===== src/rtl/sar_sequencer_defines.vh =====
`ifndef SAR_SEQUENCER_DEFINES_VH
`define SAR_SEQUENCER_DEFINES_VH

// ==========================================================
// widths and counts
`define SAR_WIDTH        16
`define SAR_IDX_W        5
`define SAR_BITS_FULL    5'd16
`define SAR_BITS_MIN     5'd1
`define SAR_GATED_CYCLES 5'd17
`define SAR_DIV_DEFAULT  120
`define SAR_DIV_W        8

// ==========================================================
// reset and initial values
`define SAR_ZERO_WORD    16'h0000
`define SAR_INIT_WORD    16'h7fff
`define SAR_ZERO_IDX     5'd0
`define SAR_ZERO_DIV     8'h00
`define SAR_ONE_DIV      8'h01

`endif


===== src/rtl/sar_bit_clock.v =====
`timescale 1ns/10ps
`include "sar_sequencer_defines.vh"

// ==========================================================
// gated bit clock: divides ref clock, runs only while enabled
module sar_bit_clock #(
	parameter DIV = `SAR_DIV_DEFAULT
)(
	input  wire ref_clk_i,
	input  wire rst_n_i,
	input  wire run_i,
	output reg  tick_o,
	output reg  gclk_o
);

	reg [`SAR_DIV_W-1:0] cnt_q;

	always @(posedge ref_clk_i or negedge rst_n_i)
	begin
		if (!rst_n_i)
		begin
			cnt_q  <= `SAR_ZERO_DIV;
			tick_o <= 1'b0;
			gclk_o <= 1'b0;
		end
		else if (!run_i)
		begin
			cnt_q  <= `SAR_ZERO_DIV;
			tick_o <= 1'b0;
			gclk_o <= 1'b0;
		end
		else
		begin
			tick_o <= (cnt_q == DIV - 1);
			if (cnt_q == DIV - 1)
				cnt_q <= `SAR_ZERO_DIV;
			else
				cnt_q <= cnt_q + `SAR_ONE_DIV;
			gclk_o <= (cnt_q < DIV / 2);
		end
	end

endmodule // sar_bit_clock


===== src/rtl/sar_conversion_sequencer.v =====
// Summary of operation
// - host pulses convert command; device converts sampled level to 16-bit result.
// - one 16-bit register drives result outputs and feedback dac inputs.
// - bits are tried one at a time, msb first, lsb last.
// - each trial bit is kept or cleared by comparator at period end.
// - result is complementary: straight binary unipolar, offset binary bipolar.
// - early-termination input ends sequence after the selected bit count.
// - status rises on convert command and stays high while converting.
// - trailing command edge initialises register, counters and clock inhibit.
// - gated clock runs one cycle per selected bit, 16 at most, while busy, then held low.
// - status clears after final decision; result valid on falling status.
`timescale 1ns/10ps
`include "sar_sequencer_defines.vh"

module sar_conversion_sequencer #(
	parameter DIV = `SAR_DIV_DEFAULT
)(
	input  wire                  ref_clk_i,
	input  wire                  reset_n_i,
	input  wire                  convert_i,
	input  wire                  comp_i,
	input  wire [`SAR_IDX_W-1:0] bits_sel_i,
	output reg  [`SAR_WIDTH-1:0] result_o,
	output reg  [`SAR_WIDTH-1:0] dac_o,
	output reg                   status_o,
	output reg                   clk_out_o
);

	// ==========================================================
	// reset release
	reg rst_a_q;
	reg rst_b_q;

	always @(posedge ref_clk_i or negedge reset_n_i)
	begin
		if (!reset_n_i)
		begin
			rst_a_q <= 1'b0;
			rst_b_q <= 1'b0;
		end
		else
		begin
			rst_a_q <= 1'b1;
			rst_b_q <= rst_a_q;
		end
	end

	// ==========================================================
	// pin synchronisers, three stages
	reg [2:0] conv_s_q;
	reg [2:0] comp_s_q;
	reg       conv_q;
	reg       comp_q;

	always @(posedge ref_clk_i or negedge rst_b_q)
	begin
		if (!rst_b_q)
		begin
			conv_s_q <= 3'h0;
			comp_s_q <= 3'h0;
			conv_q   <= 1'b0;
			comp_q   <= 1'b0;
		end
		else
		begin
			conv_s_q <= {conv_s_q[1:0], convert_i};
			comp_s_q <= {comp_s_q[1:0], comp_i};
			if (conv_s_q[1] == conv_s_q[2])
				conv_q <= conv_s_q[2];
			if (comp_s_q[1] == comp_s_q[2])
				comp_q <= comp_s_q[2];
		end
	end

	// ==========================================================
	// resolution pins, three stages
	reg [`SAR_IDX_W-1:0] sel_s1_q;
	reg [`SAR_IDX_W-1:0] sel_s2_q;
	reg [`SAR_IDX_W-1:0] sel_s3_q;
	reg [`SAR_IDX_W-1:0] sel_q;

	// whole word moves only once the last two stages agree
	always @(posedge ref_clk_i or negedge rst_b_q)
	begin
		if (!rst_b_q)
		begin
			sel_s1_q <= `SAR_ZERO_IDX;
			sel_s2_q <= `SAR_ZERO_IDX;
			sel_s3_q <= `SAR_ZERO_IDX;
			sel_q    <= `SAR_BITS_FULL;
		end
		else
		begin
			sel_s1_q <= bits_sel_i;
			sel_s2_q <= sel_s1_q;
			sel_s3_q <= sel_s2_q;
			if (sel_s2_q == sel_s3_q)
				sel_q <= sel_s3_q;
		end
	end

	// ==========================================================
	// bit clock
	wire tick;
	wire gclk;
	reg  run_q;

	sar_bit_clock #(
		.DIV (DIV)
	) u_clk (
		.ref_clk_i (ref_clk_i),
		.rst_n_i   (rst_b_q),
		.run_i     (run_q),
		.tick_o    (tick),
		.gclk_o    (gclk)
	);

	// ==========================================================
	// sequencer
	localparam ST_IDLE = 2'b00;
	localparam ST_ARM  = 2'b01;
	localparam ST_CONV = 2'b10;
	localparam ST_DONE = 2'b11;

	reg [1:0]            st_q;
	reg [`SAR_WIDTH-1:0] sar_q;
	reg [`SAR_IDX_W-1:0] idx_q;
	reg [`SAR_IDX_W-1:0] nbits_q;
	reg [`SAR_IDX_W-1:0] cyc_q;

	function [`SAR_IDX_W-1:0] clamp_bits;
		input [`SAR_IDX_W-1:0] b;
		begin
			if (b < `SAR_BITS_MIN || b > `SAR_BITS_FULL)
				clamp_bits = `SAR_BITS_FULL;
			else
				clamp_bits = b;
		end
	endfunction

	// bit index counts from msb (0) downward
	function [`SAR_WIDTH-1:0] onehot;
		input [`SAR_IDX_W-1:0] i;
		begin
			onehot = {1'b1, {(`SAR_WIDTH-1){1'b0}}} >> i;
		end
	endfunction

	always @(posedge ref_clk_i or negedge rst_b_q)
	begin
		if (!rst_b_q)
		begin
			st_q     <= ST_IDLE;
			sar_q    <= `SAR_ZERO_WORD;
			idx_q    <= `SAR_ZERO_IDX;
			nbits_q  <= `SAR_BITS_FULL;
			cyc_q    <= `SAR_ZERO_IDX;
			run_q    <= 1'b0;
			status_o <= 1'b0;
		end
		else
		begin
			case (st_q)
			ST_IDLE:
			begin
				if (conv_q)
				begin
					status_o <= 1'b1;
					st_q     <= ST_ARM;
				end
			end
			ST_ARM:
			begin
				if (!conv_q)
				begin
					// trailing edge: init register, counters and inhibit
					sar_q   <= `SAR_INIT_WORD;
					idx_q   <= `SAR_ZERO_IDX;
					cyc_q   <= `SAR_ZERO_IDX;
					nbits_q <= clamp_bits(sel_q);
					run_q   <= 1'b1;
					st_q    <= ST_CONV;
				end
			end
			ST_CONV:
			begin
				if (tick)
				begin
					cyc_q <= cyc_q + 5'd1;
					// decide current bit, trial next bit
					if (idx_q < nbits_q)
					begin
						sar_q <= (sar_q & ~(onehot(idx_q + 5'd1)))
							| (comp_q ? `SAR_ZERO_WORD : onehot(idx_q));
						idx_q <= idx_q + 5'd1;
					end
					if (cyc_q + 5'd1 >= `SAR_GATED_CYCLES || idx_q + 5'd1 >= nbits_q)
					begin
						run_q <= 1'b0;
						st_q  <= ST_DONE;
					end
				end
			end
			ST_DONE:
			begin
				// drop status only once the pins already show the final word
				if (result_o == sar_q)
				begin
					status_o <= 1'b0;
					st_q     <= ST_IDLE;
				end
			end
			default:
				st_q <= ST_IDLE;
			endcase
		end
	end

	// ==========================================================
	// outputs: one register feeds result pins and dac
	always @(posedge ref_clk_i or negedge rst_b_q)
	begin
		if (!rst_b_q)
		begin
			result_o  <= `SAR_ZERO_WORD;
			dac_o     <= `SAR_ZERO_WORD;
			clk_out_o <= 1'b0;
		end
		else
		begin
			result_o  <= sar_q;
			dac_o     <= sar_q;
			clk_out_o <= gclk & run_q;
		end
	end

endmodule // sar_conversion_sequencer


===== config.mk =====
export PLATFORM = sky130hd
export DESIGN_NAME = sar_conversion_sequencer
export DESIGN_NICKNAME = d
export VERILOG_FILES = /design/src/rtl/sar_bit_clock.v /design/src/rtl/sar_conversion_sequencer.v
export VERILOG_INCLUDE_DIRS = /design/src /design/src/rtl
export SDC_FILE = /design/constraint.sdc
export NUM_CORES = 1
export LEC_CHECK = 0
export BUFFER_PORTS_ARGS = -buffer_cell sky130_fd_sc_hd__buf_2
export CAP_MARGIN = 30
export CORE_AREA = 2 2 89 91
export CTS_BUF_LIST = sky130_fd_sc_hd__clkbuf_8 sky130_fd_sc_hd__clkbuf_16
export CTS_CLUSTER_SIZE = 16
export DETAILED_ROUTE_END_ITERATION = 7
export DIE_AREA = 0 0 91 93
export PLACE_DENSITY = 0.78
export SYNTH_ARGS = -nofsm -noshare
export SYNTH_HDL_FRONTEND = slang
export SYNTH_HIERARCHICAL = 1
export SYNTH_SLANG_ARGS = --single-unit

===== constraint.sdc =====
create_clock -name ref_clk_i -period 3.7 [get_ports ref_clk_i]
set_input_delay 0.925 -clock ref_clk_i [delete_from_list [all_inputs] [get_ports ref_clk_i]]
set_output_delay 0.925 -clock ref_clk_i [all_outputs]
set_load 0.01 [all_outputs]

### After elaboration in Yosys (flattened, before gate mapping)

Index checks and enable logic that the tools add are counted.
Widths: inputs -> output; s select.

| word-level totals | value |
|---|---|
| register bits after elaboration | 92 |
| input bits | 9 |
| output and inout bits | 34 |
| logic and storage cells | 92 |

| operators by class | value |
|---|---|
| $add $sub $neg | 3 |
| $lt $le $gt $ge | 6 |
| eq/ne operators | 14 |
| shifts and indexed selects | 2 |
| muxes and demuxes | 29 |
| bitwise logic cells | 5 |
| reduce and logical (&&, ||, !) cells | 11 |

Operators with widths:

| cell | number |
|---|---|
| $mux 16 | 4 |
| $pmux 16 s2 | 1 |
| $shr 16x5->16 const A | 2 |
| $mux 5 | 5 |
| $pmux 5 s2 | 2 |
| $and 16x16->16 | 1 |
| $eq 16x16->1 | 1 |
| $mux 8 | 2 |
| $not 16->16 | 1 |
| $or 16x16->16 | 1 |
| $add 5x1->5 const B | 2 |
| $mux 2 | 5 |
| $ne 2x2->1 const B | 5 |
| $add 8x1->8 const B | 1 |
| $eq 8x7->1 const B | 1 |
| $lt 8x6->1 const B | 1 |
| $pmux 2 s4 | 1 |
| $reduce_and 4->1 | 2 |
| $mux 1 | 7 |
| $reduce_and 3->1 | 2 |
| $eq 5x5->1 | 1 |
| $ge 5x5->1 | 1 |
| $ge 5x5->1 const B | 1 |
| $gt 5x5->1 const B | 1 |
| 14 further kinds | 19 |

### Logic depth before layout (Yosys ltp)

Gate-level depths: netlist of the first run.

| logic depth | value |
|---|---|
| word-level depth | 8 |
| depth in mapped cells | 10 |
| depth with buffers taken out | 9 |

### Hierarchy

Netlist of the first run, hierarchy kept.

By module, submodules not included:

| module | times used | cells each | area an instance (um^2) | seq. area each (um^2) |
|---|---|---|---|---|
| sar_conversion_sequencer | 1 | 350 | 3854.9 | 2054.5 |
| sar_bit_clock | 1 | 44 | 464.2 | 250.2 |

### Worst setup path after synthesis of the first run

OpenSTA, ideal clock, no wires.

| timing path | value |
|---|---|
| path kind | reg-to-reg |
| start | register idx_q[0] |
| end | register st_q[1] |
| library setup time | 125 ps |
| arrival time | 2406 ps |
| required time | 3575 ps |
| setup slack | 1169 ps |
| cell stages (with the launch flop) | 10 |
| buffers on the path | 0 |
| period minus slack after synthesis | 2531 ps |
| cells stage by stage | dfrtp_1 ha_1 ha_1 inv_1 ha_1 o21ai_0 a21oi_1 or4b_4 o2111ai_2 mux2_4 |

| on the way | value |
|---|---|
| longest elaborated chain between the ends | 5 |

Ends and longest elaborated chain:

| item | line | RTL |
|---|---|---|
| start: declaration | sar_conversion_sequencer.v:127 | `` reg [`SAR_IDX_W-1:0] idx_q; `` |
| start signal: assignment | sar_conversion_sequencer.v:155 | `` idx_q <= `SAR_ZERO_IDX; `` |
| start signal: assignment | sar_conversion_sequencer.v:178 | `` idx_q <= `SAR_ZERO_IDX; `` |
| start signal: assignment | sar_conversion_sequencer.v:195 | `idx_q <= idx_q + 5'd1;` |
| $add 5x1->5 | sar_conversion_sequencer.v:197 | `` if (cyc_q + 5'd1 >= `SAR_GATED_CYCLES \|\| idx_q + 5'd1 >= nbits_q) `` |
| $ge 5x5->1 | sar_conversion_sequencer.v:197 |  |
| $logic_or 1x1->1 | sar_conversion_sequencer.v:197 |  |
| $ne 2x2->1 (no source line) | - |  |
| $reduce_and 5->1 (no source line) | - |  |
| end signal: assignment | sar_conversion_sequencer.v:200 | `st_q <= ST_DONE;` |
| end signal: assignment | sar_conversion_sequencer.v:210 | `st_q <= ST_IDLE;` |
| end signal: assignment | sar_conversion_sequencer.v:214 | `st_q <= ST_IDLE;` |
| end: declaration | sar_conversion_sequencer.v:125 | `reg [1:0] st_q;` |

No other way between the ends.
A chain may end at the register's enable or synchronous reset.

### Worst setup path in the final report of the first run

Ends and elaborated chain as after synthesis.

==> results of run 1 <==
area by class of cell:
class | instances | area [µm²] | area share, %
Multi-Input combinational cell | 249 | 1745 | 37.12
Clock inverter | 7 | 66.31 | 1.410
Timing Repair Buffer | 45 | 232.7 | 4.949
Inverter | 26 | 97.59 | 2.076
Clock buffer | 9 | 123.9 | 2.634
Sequential cell | 92 | 2308 | 49.10
Tap cell | 102 | 127.6 | 2.714
registers in the layout, indices dropped and copies added (netlist names), 2 cells and up:
| name | count |
|---|---|
| sel_s1_q | 5 |
| cyc_q | 5 |
| nbits_q | 5 |
| comp_s_q | 3 |
| sel_s3_q | 5 |
| st_q | 2 |
| u_clk/cnt_q | 8 |
| conv_s_q | 3 |
| sel_s2_q | 5 |
| dac_o | 16 |
| idx_q | 5 |
| sar_q | 16 |
| sel_q | 5 |
routing by layer:
metal	GRT usage (%)	up-vias	share of wire (%)
met5	0	-	0
met4	9.091	0	1.8
met3	2.981	10	3.9
met2	31.05	64	49
met1	23.88	1364	45
li1	-	1400	-
cell usage after synthesis (3+ instances only):
library cell / number / area, µm²
o21ai_0: 22 / 110.1
inv_1: 26 / 97.59
xnor2_1: 23 / 201.4
buf_4: 18 / 135.1
and2_1: 3 / 18.77
o31ai_1: 9 / 67.56
xor2_1: 5 / 43.79
a21o_1: 9 / 67.56
clkbuf_1: 7 / 26.28
a31oi_1: 3 / 18.77
nor4_1: 3 / 18.77
dfrtp_1: 90 / 2252
mux2_2: 5 / 56.30
nand3_1: 23 / 115.1
nand4_1: 5 / 31.28
nor3_1: 7 / 35.03
a21oi_1: 12 / 60.06
ha_1: 25 / 312.8
o211ai_1: 3 / 22.52
nand2_1: 28 / 105.1
nand2b_1: 11 / 68.82
a21boi_0: 6 / 45.04
nor2b_1: 3 / 18.77
nor2_1: 15 / 56.30
path summary, 6_finish.rpt:
path	slack, ns	from	cells past startpoint	endpoint
worst min-delay path	0.33	reset_n_i	1	rst_b_q$_DFF_PN0_
worst min register to register	0.35	sel_s1_q[0]$_DFF_PN0_	0	sel_s2_q[0]$_DFF_PN0_
max in group asynchronous	2.44	rst_b_q$_DFF_PN0_	1	sar_q[8]$_DFFE_PN0P_
worst max-delay path	1.01	idx_q[0]$_DFFE_PN0P_	9	st_q[1]$_DFFE_PN0P_
worst max register to register	1.01	idx_q[0]$_DFFE_PN0P_	9	st_q[1]$_DFFE_PN0P_
min in group ref_clk_i	0.35	sel_s1_q[0]$_DFF_PN0_	0	sel_s2_q[0]$_DFF_PN0_
metrics by stage:
stage	std cells	setup WS, ns	cell area (µm²)
3_5_place_dp	514	1.006	4512
4_1_cts	530	0.9949	4702
5_1_grt	530	0.8680	4702
6_report	530	1.006	4702
3_3_place_gp	514	1.077	4512
2_1_floorplan	394	0.9512	4319
placed cells by master (no fill, tap or decap), types with 6 or more instances in the layout:
master / n
nand2_1: 28
a21o_1: 9
nor2_1: 15
nand3_1: 23
xnor2_1: 23
nand2b_1: 11
a21oi_1: 12
ha_1: 25
clkbuf_8: 9
o21ai_0: 22
buf_2: 42
a21boi_0: 6
o31ai_1: 9
inv_1: 26
nor3_1: 7
dfrtp_1: 89
power groups by stage:
stage | logic [µW] | registers, µW | clock network, µW
global route | 1360 | 1600 | 702
floorplan | 946 | 1560 | 0
finish | 1220 | 1550 | 640
CTS | 1240 | 1550 | 657
detailed placement | 1230 | 1580 | 0
global placement | 1200 | 1560 | 0
cell families (layout without fill, tap and decap cells):
| kind of cell | Yosys count | after routing | share of synthesized area (%) |
|---|---|---|---|
| mux | 8 | 8 | 2.115 |
| other cells | 1 | 1 | 0.08682 |
| xor+xnor | 28 | 28 | 5.678 |
| compound gates | 80 | 80 | 12.28 |
| buf+inv | 53 | 87 | 6.228 |
| flops | 92 | 92 | 53.36 |
| fa+ha+maj | 27 | 27 | 7.706 |
| simple gates | 105 | 105 | 12.54 |
==> impl_metrics.ini, run 1 <==
[outcome]
outcome = complete, no violations

[clocking]
h-tree-depth = 3
cts-root-buf = clkbuf_8
ctsHoldBuffers = 0
cts_setup_buffers = 0
cts_tree = built
insertion_delay_ns = 0.36
numCtsBuffers = 9
clock-sinks = 92
clk_pin_slew_worst_paths_ns = 0.09
cts_resized = 0
cts_buffer_depth = 2

[pwr]
p_comb_share_pct = 35.8
swShare_pct = 38.08
irDropWorstVdd_mv = 0.3410
p_switching_uw = 1298
power.total_uw = 3409
seqPwrFrac_pct = 45.4
p_per_area_mw_per_mm2 = 725.0
power.leakage_uw = 0.002032
clockPowerShare_pct = 18.8
internal_power_uw = 2111

[worst_setup_path]
startpoint_type = register
worst_path_largest_cell_delay_ns = 0.53
crit_type = reg2reg
critPathMaxFanout = 6
worstSetupEndpointType = register
cp.required_ns = 3.96
critical_path.most_common_cell = ha_1
critPathArrivalTime_ns = 2.95
cp_top_family = adder cells
critPathBufInv = 1
cp_slowest_cell = or4b_4
path_cells = ha_1 > ha_1 > inv_1 > ha_1 > o21ai_0 > a21oi_1 > or4b_4 > o2111ai_2 > mux2_4

[timing]
fmax_mhz = 371.3
maxSlewHeadroom_pct = 46.37
finalClockSkew_ns = 0.01091
holdWs_ns = 0.3291
timing.final.crit_share_pct = 72.80
finalHoldViolCount = 0
tightestPinTransition_ns = 0.8044
slew_viol_final = 0
tns_ns = 0
rsz0062_at_grt = false
min_period_ns = 2.694
setup_violations = 0

[placement]
globalplace.congestion = 0.8657
hpwlAfterDp_mm = 5.180
io_buffers = 42

[synth]
synth.avg_cell_area_um2 = 10.96
synth_fp_nets = 428
syn_area_mm2 = 0.004319
ys_seq_elements = 92
yosysWarnings = 6
synthArstFlopShare_pct = 100.0
synth_ff_type = dfrtp_1
synth_edf_count = 0
yosys.cell_types.count = 50
synthCells = 394
ys_seq_area_share_pct = 53.36

[layout]
num-fill-cells = 625
final_nets = 457
syn_to_final_growth_pct = 8.864
diodes = 0
drive_gt1_share_pct = 17.99
final_core_utilization_pct = 62.47

[floorplan]
start_util_pct = 57.38
die_area_mm2 = 0.008463
die_h_um = 93
row_count = 32
core_area_mm2 = 0.007527
num_io_pins = 43
die_x_um = 91

[global_routing]
antenna_found_initial = 0
grt_pass1_wl_mm = 12.54
grt_max_degree = 66
overflow = 0
grt_pass1_vias = 2755
track_usage_pct = 18.61

[routing]
routed_via_density = 5.355
antenna_left = 0
drtIter0Drc = 163
drc = 0
first_pass_iters = 4
wl_per_cell_um = 13.81
drt-total-wl_mm = 7.318
vias = 2838

[hold_path]
hold_path.class = in2async

[run]
max-cap-violations = 0
(Power assumes the default switching activity.)
==> run 2, diff against run 1 <==
--- a/config.mk
+++ b/config.mk
@@ -8,12 +8,12 @@
 export LEC_CHECK = 0
 export BUFFER_PORTS_ARGS = -buffer_cell sky130_fd_sc_hd__buf_2
 export CAP_MARGIN = 30
-export CORE_AREA = 2 2 89 91
+export CORE_AREA = 2 2 94 96
 export CTS_BUF_LIST = sky130_fd_sc_hd__clkbuf_8 sky130_fd_sc_hd__clkbuf_16
 export CTS_CLUSTER_SIZE = 16
 export DETAILED_ROUTE_END_ITERATION = 7
-export DIE_AREA = 0 0 91 93
-export PLACE_DENSITY = 0.78
+export DIE_AREA = 0 0 96 98
+export PLACE_DENSITY = 0.74
 export SYNTH_ARGS = -nofsm -noshare
 export SYNTH_HDL_FRONTEND = slang
 export SYNTH_HIERARCHICAL = 1
==> constraint.sdc (replaced) <==
create_clock -name ref_clk_i -period 2.35 [get_ports ref_clk_i]
set_input_delay 0.5875 -clock ref_clk_i [delete_from_list [all_inputs] [get_ports ref_clk_i]]
set_output_delay 0.5875 -clock ref_clk_i [all_outputs]
set_load 0.01 [all_outputs]
==> run 2 against run 1 <==
Against the previous run: register-to-register slack lost 1.1 ns; largest power group unchanged; design area grew 7.6%; final cell count grew 5.5%; sequential power grew 56%; critical path type unchanged; first-iteration DRC count shrank 7.4%; hold slack lost 0.055 ns; the run now ends with setup timing left; wire length grew 9.2%; clock power grew 78%; highest routed layer unchanged; critical path depth is the same; via count grew 3.7%; sequential cell count is the same; combinational power grew 84%.
==> impl_metrics.ini, run 2 (synthesis gave the netlist of run 1 again) <==
[outcome]
outcome = finished, violations left
violations = setup timing

[clocking]
cts_tree = built
clk_pin_slew_worst_paths_ns = 0.10
insertion_delay_ns = 0.36
numCtsBuffers = 9
clock-sinks = 92
h-tree-depth = 3
cts_buffer_depth = 2
cts-root-buf = clkbuf_8

[routing]
wl_met3_um = 242
routed_via_density = 5.267
wl_met1_mm = 3.542
drtIter0Drc = 151
drc = 0
vias = 2944
antenna_left = 0
drt-total-wl_mm = 7.988
wl_per_cell_um = 14.29
first_pass_iters = 4
wl_met2_mm = 3.994
top_layer_used = met4

[floorplan]
row_count = 34
core_area_mm2 = 0.008466
die_h_um = 98
die_area_mm2 = 0.009408
start_util_pct = 51.02
die_x_um = 96
num_io_pins = 43

[timing]
timing.final.crit_share_pct = 104.1
fmax_mhz = 408.9
setup_violations = 3
slew_viol_final = 0
layout_setup_ws_ns = -0.09554
rsz0062_at_grt = true
holdWs_ns = 0.2744
min_period_ns = 2.446
finalHoldViolCount = 0
maxSlewHeadroom_pct = 58.01
finalClockSkew_ns = 0.01207
tightestPinTransition_ns = 0.6251

[worst_setup_path]
crit_type = reg2reg
critPathMaxFanout = 5
worstSetupEndpointType = register
startpoint_type = register
critPathArrivalTime_ns = 2.69
cp.required_ns = 2.60

[layout]
num-fill-cells = 708
diodes = 0
final_nets = 480
biggestRegsByFlops = dac_o: 16 flops, sar_q: 16 flops, u_clk/cnt_q: 8 flops
drive_gt1_share_pct = 26.16
syn_to_final_growth_pct = 17.15
final_common_cell = dfrtp_1
mostFrequentLayoutCells = 86 x dfrtp_1, 42 x buf_2, 28 x nand2_1

[placement]
pre_cts_slack_ns = -0.09439
io_buffers = 42
globalplace.congestion = 0.8946
hpwlAfterDp_mm = 5.604

[pwr]
p_switching_uw = 2169
seqPwrFrac_pct = 41.7
p_comb_share_pct = 38.6
internal_power_uw = 3638
clockPowerShare_pct = 19.7
irDropWorstVdd_mv = 0.4264
swShare_pct = 37.35
power.leakage_uw = 0.002183
p_per_area_mw_per_mm2 = 1148
power.total_uw = 5806

[run]
max-cap-violations = 0

[global_routing]
grt_pass1_vias = 2981
track_usage_pct = 18.14
antenna_found_initial = 0
grt_pass1_wl_mm = 13.43
grt_max_degree = 61
overflow = 0

[hold_path]
hold_path.class = reg2async
run 2: changes by cell type in the layout (fill, tap and decap cells not counted), sizes merged:
cell,previous run,this run
inv,30,29
clkinv,3,2
dlygate4sd3,0,1
clkinvlp,0,1
buf,45,67
bufinv,0,1
run 2: stage by stage:
stage / std cells / cell area (µm²) / setup TNS (ns) / util (%)
final: 559 / 5060 / -0.2145 / 59.77
after global routing: 559 / 5060 / -0.5401 / 59.77
after CTS: 556 / 4999 / -0.1584 / 59.05
after detailed placement: 538 / 4757 / -0.1599 / 56.19
after global placement: 538 / 4757 / -0.06993 / 56.19
after floorplan: 394 / 4412 / -0.03792 / -
run 2: layout make-up:
cell class | instances | area (µm²) | share of cell area, %
Multi-Input combinational cell | 249 | 1871 | 36.97
Clock buffer | 9 | 123.9 | 2.448
Clock inverter | 7 | 93.84 | 1.855
Tap cell | 108 | 135.1 | 2.671
Sequential cell | 92 | 2312 | 45.70
Inverter | 26 | 100.1 | 1.978
Timing Repair Buffer | 68 | 424.2 | 8.383
run 2: final timing paths:
path,startpoint,to,slack [ns],cells after the start
max,idx_q[0]$_DFFE_PN0P_,st_q[1]$_DFFE_PN0P_,-0.1,9
min,rst_b_q$_DFF_PN0_,nbits_q[0]$_DFFE_PN0P_,0.27,0
max reg2reg,idx_q[0]$_DFFE_PN0P_,st_q[1]$_DFFE_PN0P_,-0.1,9
min reg2reg,rst_b_q$_DFF_PN0_,nbits_q[0]$_DFFE_PN0P_,0.27,0
max in group asynchronous,rst_b_q$_DFF_PN0_,dac_o[6]$_DFF_PN0_,1.43,1
min in group ref_clk_i,bits_sel_i[3],sel_s1_q[3]$_DFF_PN0_,0.33,1
run 2: repair_timing:
action / CTS / global route
pin swaps: 3 / 1
gates resized for setup: 2 / 9
hold buffers: 1 / 0
setup buffers: 1 / 3
setup endpoints to repair: 2 / 18
hold endpoints to repair: 2 / 0
run 2: power groups by stage:
stage                     Sequential, µW  Clock, µW  Combinational (µW)
final                               2420       1140                2240
after CTS                           2430       1170                2180
after global placement              2430          0                2100
after floorplan                     2470          0                1580
after detailed placement            2470          0                2160
after global routing                2500       1240                2510
run 2: worst max-delay path: stages (launching register included):
cell,delay (ns)
dfrtp_2,0.48
ha_4,0.20
ha_4,0.26
inv_2,0.05
ha_4,0.20
o21ai_1,0.07
a21oi_1,0.08
or4b_4,0.55
o2111ai_4,0.13
mux2_4,0.31
run 2: layer usage:
metal | global-route usage, % | up-vias
met5 | 0 | -
met3 | 3.472 | 20
li1 | - | 1438
met2 | 30.02 | 73
met4 | 7.912 | 0
met1 | 22.90 | 1413
==> run 3, diff against run 2 <==
--- a/config.mk
+++ b/config.mk
@@ -13,8 +13,7 @@
 export CTS_CLUSTER_SIZE = 16
 export DETAILED_ROUTE_END_ITERATION = 7
 export DIE_AREA = 0 0 96 98
-export PLACE_DENSITY = 0.74
+export PLACE_DENSITY = 0.75
 export SYNTH_ARGS = -nofsm -noshare
 export SYNTH_HDL_FRONTEND = slang
-export SYNTH_HIERARCHICAL = 1
 export SYNTH_SLANG_ARGS = --single-unit
==> run 3 against run 2 <==
Against the previous run: the run now ends clean; critical path type unchanged; combinational power shrank 24%; largest power group unchanged; wire length down 0.95%; clock power barely moved; sequential power fell by 15%; register-to-register slack improved by 0.11 ns.
==> impl_metrics.ini, run 3 <==
[timing]
fmax_mhz = 428.9
maxSlewHeadroom_pct = 53.90
tightestPinTransition_ns = 0.6857
min_period_ns = 2.332
slew_viol_final = 0
layout_setup_ws_ns = 0.01820
setup_violations = 0
rsz0062_at_grt = true
finalClockSkew_ns = 0.009362
timing.final.crit_share_pct = 99.23
finalHoldViolCount = 0
holdWs_ns = 0.3077

[worst_setup_path]
path_cells = ha_4 > ha_4 > clkinv_4 > ha_1 > o21ai_1 > o21ai_2 > a21oi_2 > a221o_2 > mux2_4
critPathArrivalTime_ns = 2.58
cp_slowest_cell = dfrtp_2
startpoint_type = register
worst_path_largest_cell_delay_ns = 0.44
critPathBufInv = 1
critical_path.most_common_cell = ha_4
crit_type = reg2reg
cp_top_family = adder cells
worstSetupEndpointType = register
cp.required_ns = 2.60
critPathMaxFanout = 2

[pwr]
internal_power_uw = 3096
seqPwrFrac_pct = 42.2
clockPowerShare_pct = 23.0
p_comb_share_pct = 34.8
p_switching_uw = 1779
power.total_uw = 4875
power.leakage_uw = 0.002052
p_per_area_mw_per_mm2 = 982.4
swShare_pct = 36.49
irDropWorstVdd_mv = 0.7784

[placement]
pre_cts_slack_ns = -0.03087
hpwlAfterDp_mm = 5.635
placedCellCount = 534
globalplace.congestion = 0.9005
io_buffers = 42

[clocking]
cts_tree = built
h-tree-depth = 3
cts-root-buf = clkbuf_8
insertion_delay_ns = 0.36
cts_buffer_depth = 2
clk_pin_slew_worst_paths_ns = 0.10
numCtsBuffers = 9
clock-sinks = 92

[floorplan]
start_util_pct = 51.61
num_io_pins = 43
die_x_um = 96
die_h_um = 98
row_count = 34
core_area_mm2 = 0.008466
die_area_mm2 = 0.009408

[layout]
fin_cells = 553
biggestRegsByFlops = dac_o: 16 flops, sar_q: 16 flops, u_clk.cnt_q: 8 flops
mostFrequentLayoutCells = 87 x dfrtp_1, 42 x buf_2, 26 x xor2_1, 26 x o21ai_0, 22 x ha_1
num-fill-cells = 719
final_common_cell = dfrtp_1
final_nets = 473
diodes = 0
drive_gt1_share_pct = 22.47
syn_to_final_growth_pct = 13.57

[synth]
syn_area_mm2 = 0.004369
yosys.cell_types.count = 48
ys_seq_area_share_pct = 52.75
yosysWarnings = 0
ys_seq_elements = 92
synthTopCellsByArea = dfrtp_1 52%, ha_1 6.9%, xor2_1 5.2%
synth_fp_nets = 430
synth.largest_area_cell = dfrtp_1
synth.avg_cell_area_um2 = 11.01
yosysMostFrequentCell = dfrtp_1
yosys.area.top_type_share_pct = 51.55
yosys-top-cells-count = 90 x dfrtp_1, 28 x o21ai_0, 26 x xor2_1, 24 x ha_1, 20 x nand3_1
synthArstFlopShare_pct = 100.0
synth_edf_count = 0
synth_ff_type = dfrtp_1
synthCells = 397

[routing]
drtIter0Drc = 126
drc = 0
routed_via_density = 5.546
vias = 3067
drt-total-wl_mm = 7.912
first_pass_iters = 4
wl_per_cell_um = 14.31
antenna_left = 0

[hold_path]
hold_path.class = reg2async

[outcome]
outcome = complete, no violations

[global_routing]
grt_pass1_wl_mm = 13.41
overflow = 0
antenna_found_initial = 0
grt_pass1_vias = 2988
track_usage_pct = 18.11
grt_max_degree = 50

[run]
max-cap-violations = 0
run 3: cell types whose count changed after synthesis, sizes merged, moves of 3 or more:
cell,previous run,this run
o21ai,23,47
xor2,5,26
xnor2,23,7
inv,26,13
nand2,28,18
a21o,9,0
a21boi,7,15
a21oi,12,7
nand4,6,11
and3,0,4
clkbuf,7,11
nand3,23,20
nor4,3,6
o211ai,3,0
run 3: final cells by class:
cell class / count / area, µm² / share of cell area (%)
Clock buffer: 9 / 123.9 / 2.496
Clock inverter: 7 / 90.09 / 1.815
Inverter: 14 / 57.56 / 1.160
Multi-Input combinational cell: 262 / 1869 / 37.67
Sequential cell: 92 / 2311 / 46.57
Tap cell: 108 / 135.1 / 2.723
Timing Repair Buffer: 61 / 375.4 / 7.564
run 3: layer usage:
| layer | GRT usage [%] | up-vias | wire length [µm] |
|---|---|---|---|
| met1 | 22.28 | 1509 | 3402 |
| met5 | 0 | - | 0 |
| met3 | 3.935 | 18 | 324 |
| met4 | 7.692 | 0 | 161 |
| met2 | 30.40 | 76 | 4024 |
| li1 | - | 1464 | - |
run 3: worst reg2reg max path: stages, from the launching register on:
cell and delay (ns):
dfrtp_2 0.44, ha_4 0.18, ha_4 0.28, clkinv_4 0.05, ha_1 0.26, o21ai_1 0.07, o21ai_2 0.17, a21oi_2 0.09
a221o_2 0.39, mux2_4 0.30
run 3: worst paths after layout:
path                                          endpoint  cells after the start                  from  slack (ns)
worst max-delay path               st_q[1]$_DFFE_PN0P_                      9  idx_q[0]$_DFFE_PN0P_        0.02
worst min-delay path             sel_s2_q[4]$_DFF_PN0_                      0     rst_b_q$_DFF_PN0_        0.31
worst max register to register     st_q[1]$_DFFE_PN0P_                      9  idx_q[0]$_DFFE_PN0P_        0.02
worst min register to register   sel_s2_q[4]$_DFF_PN0_                      0     rst_b_q$_DFF_PN0_        0.31
max in group asynchronous       nbits_q[4]$_DFFE_PN1P_                      1     rst_b_q$_DFF_PN0_        1.37
min in group ref_clk_i           sel_s1_q[1]$_DFF_PN0_                      1         bits_sel_i[1]        0.32
run 3: through the flow:
step | setup TNS (ns) | cell area [µm²] | util (%)
6_report | 0 | 4962 | 58.62
5_1_grt | -0.04349 | 4962 | 58.62
4_1_cts | 0 | 4940 | 58.35
3_5_place_dp | -0.03087 | 4700 | 55.51
3_3_place_gp | -0.001789 | 4700 | 55.51
2_1_floorplan | -0.1548 | 4394 | -
run 3: logic make-up (layout without fill, tap and decap cells):
logic type | Yosys count | in the layout | synth area share (%)
buf+inv | 43 | 91 | 5.126
fa+ha+maj | 26 | 26 | 7.331
mux | 8 | 8 | 2.090
compound gates | 91 | 91 | 13.00
flops | 92 | 92 | 52.75
simple gates | 103 | 103 | 13.00
other cells | 1 | 1 | 0.08583
xor+xnor | 33 | 33 | 6.615
run 3: power groups by stage:
stage / logic, µW / registers [µW] / clock network (µW)
2_1_floorplan: 1160 / 2080 / 0
3_3_place_gp: 1580 / 2070 / 0
3_5_place_dp: 1630 / 2090 / 0
4_1_cts: 1650 / 2060 / 1160
5_1_grt: 1880 / 2100 / 1230
6_report: 1700 / 2060 / 1120
run 3: timing repair:
action | in CTS | in global routing
resized for setup | 2 | 3
endpoints found under the setup margin | 1 | 11
hold endpoints to repair | 2 | 0
setup buffers | 0 | 2
hold buffers | 1 | 0
pin swaps | 2 | 5
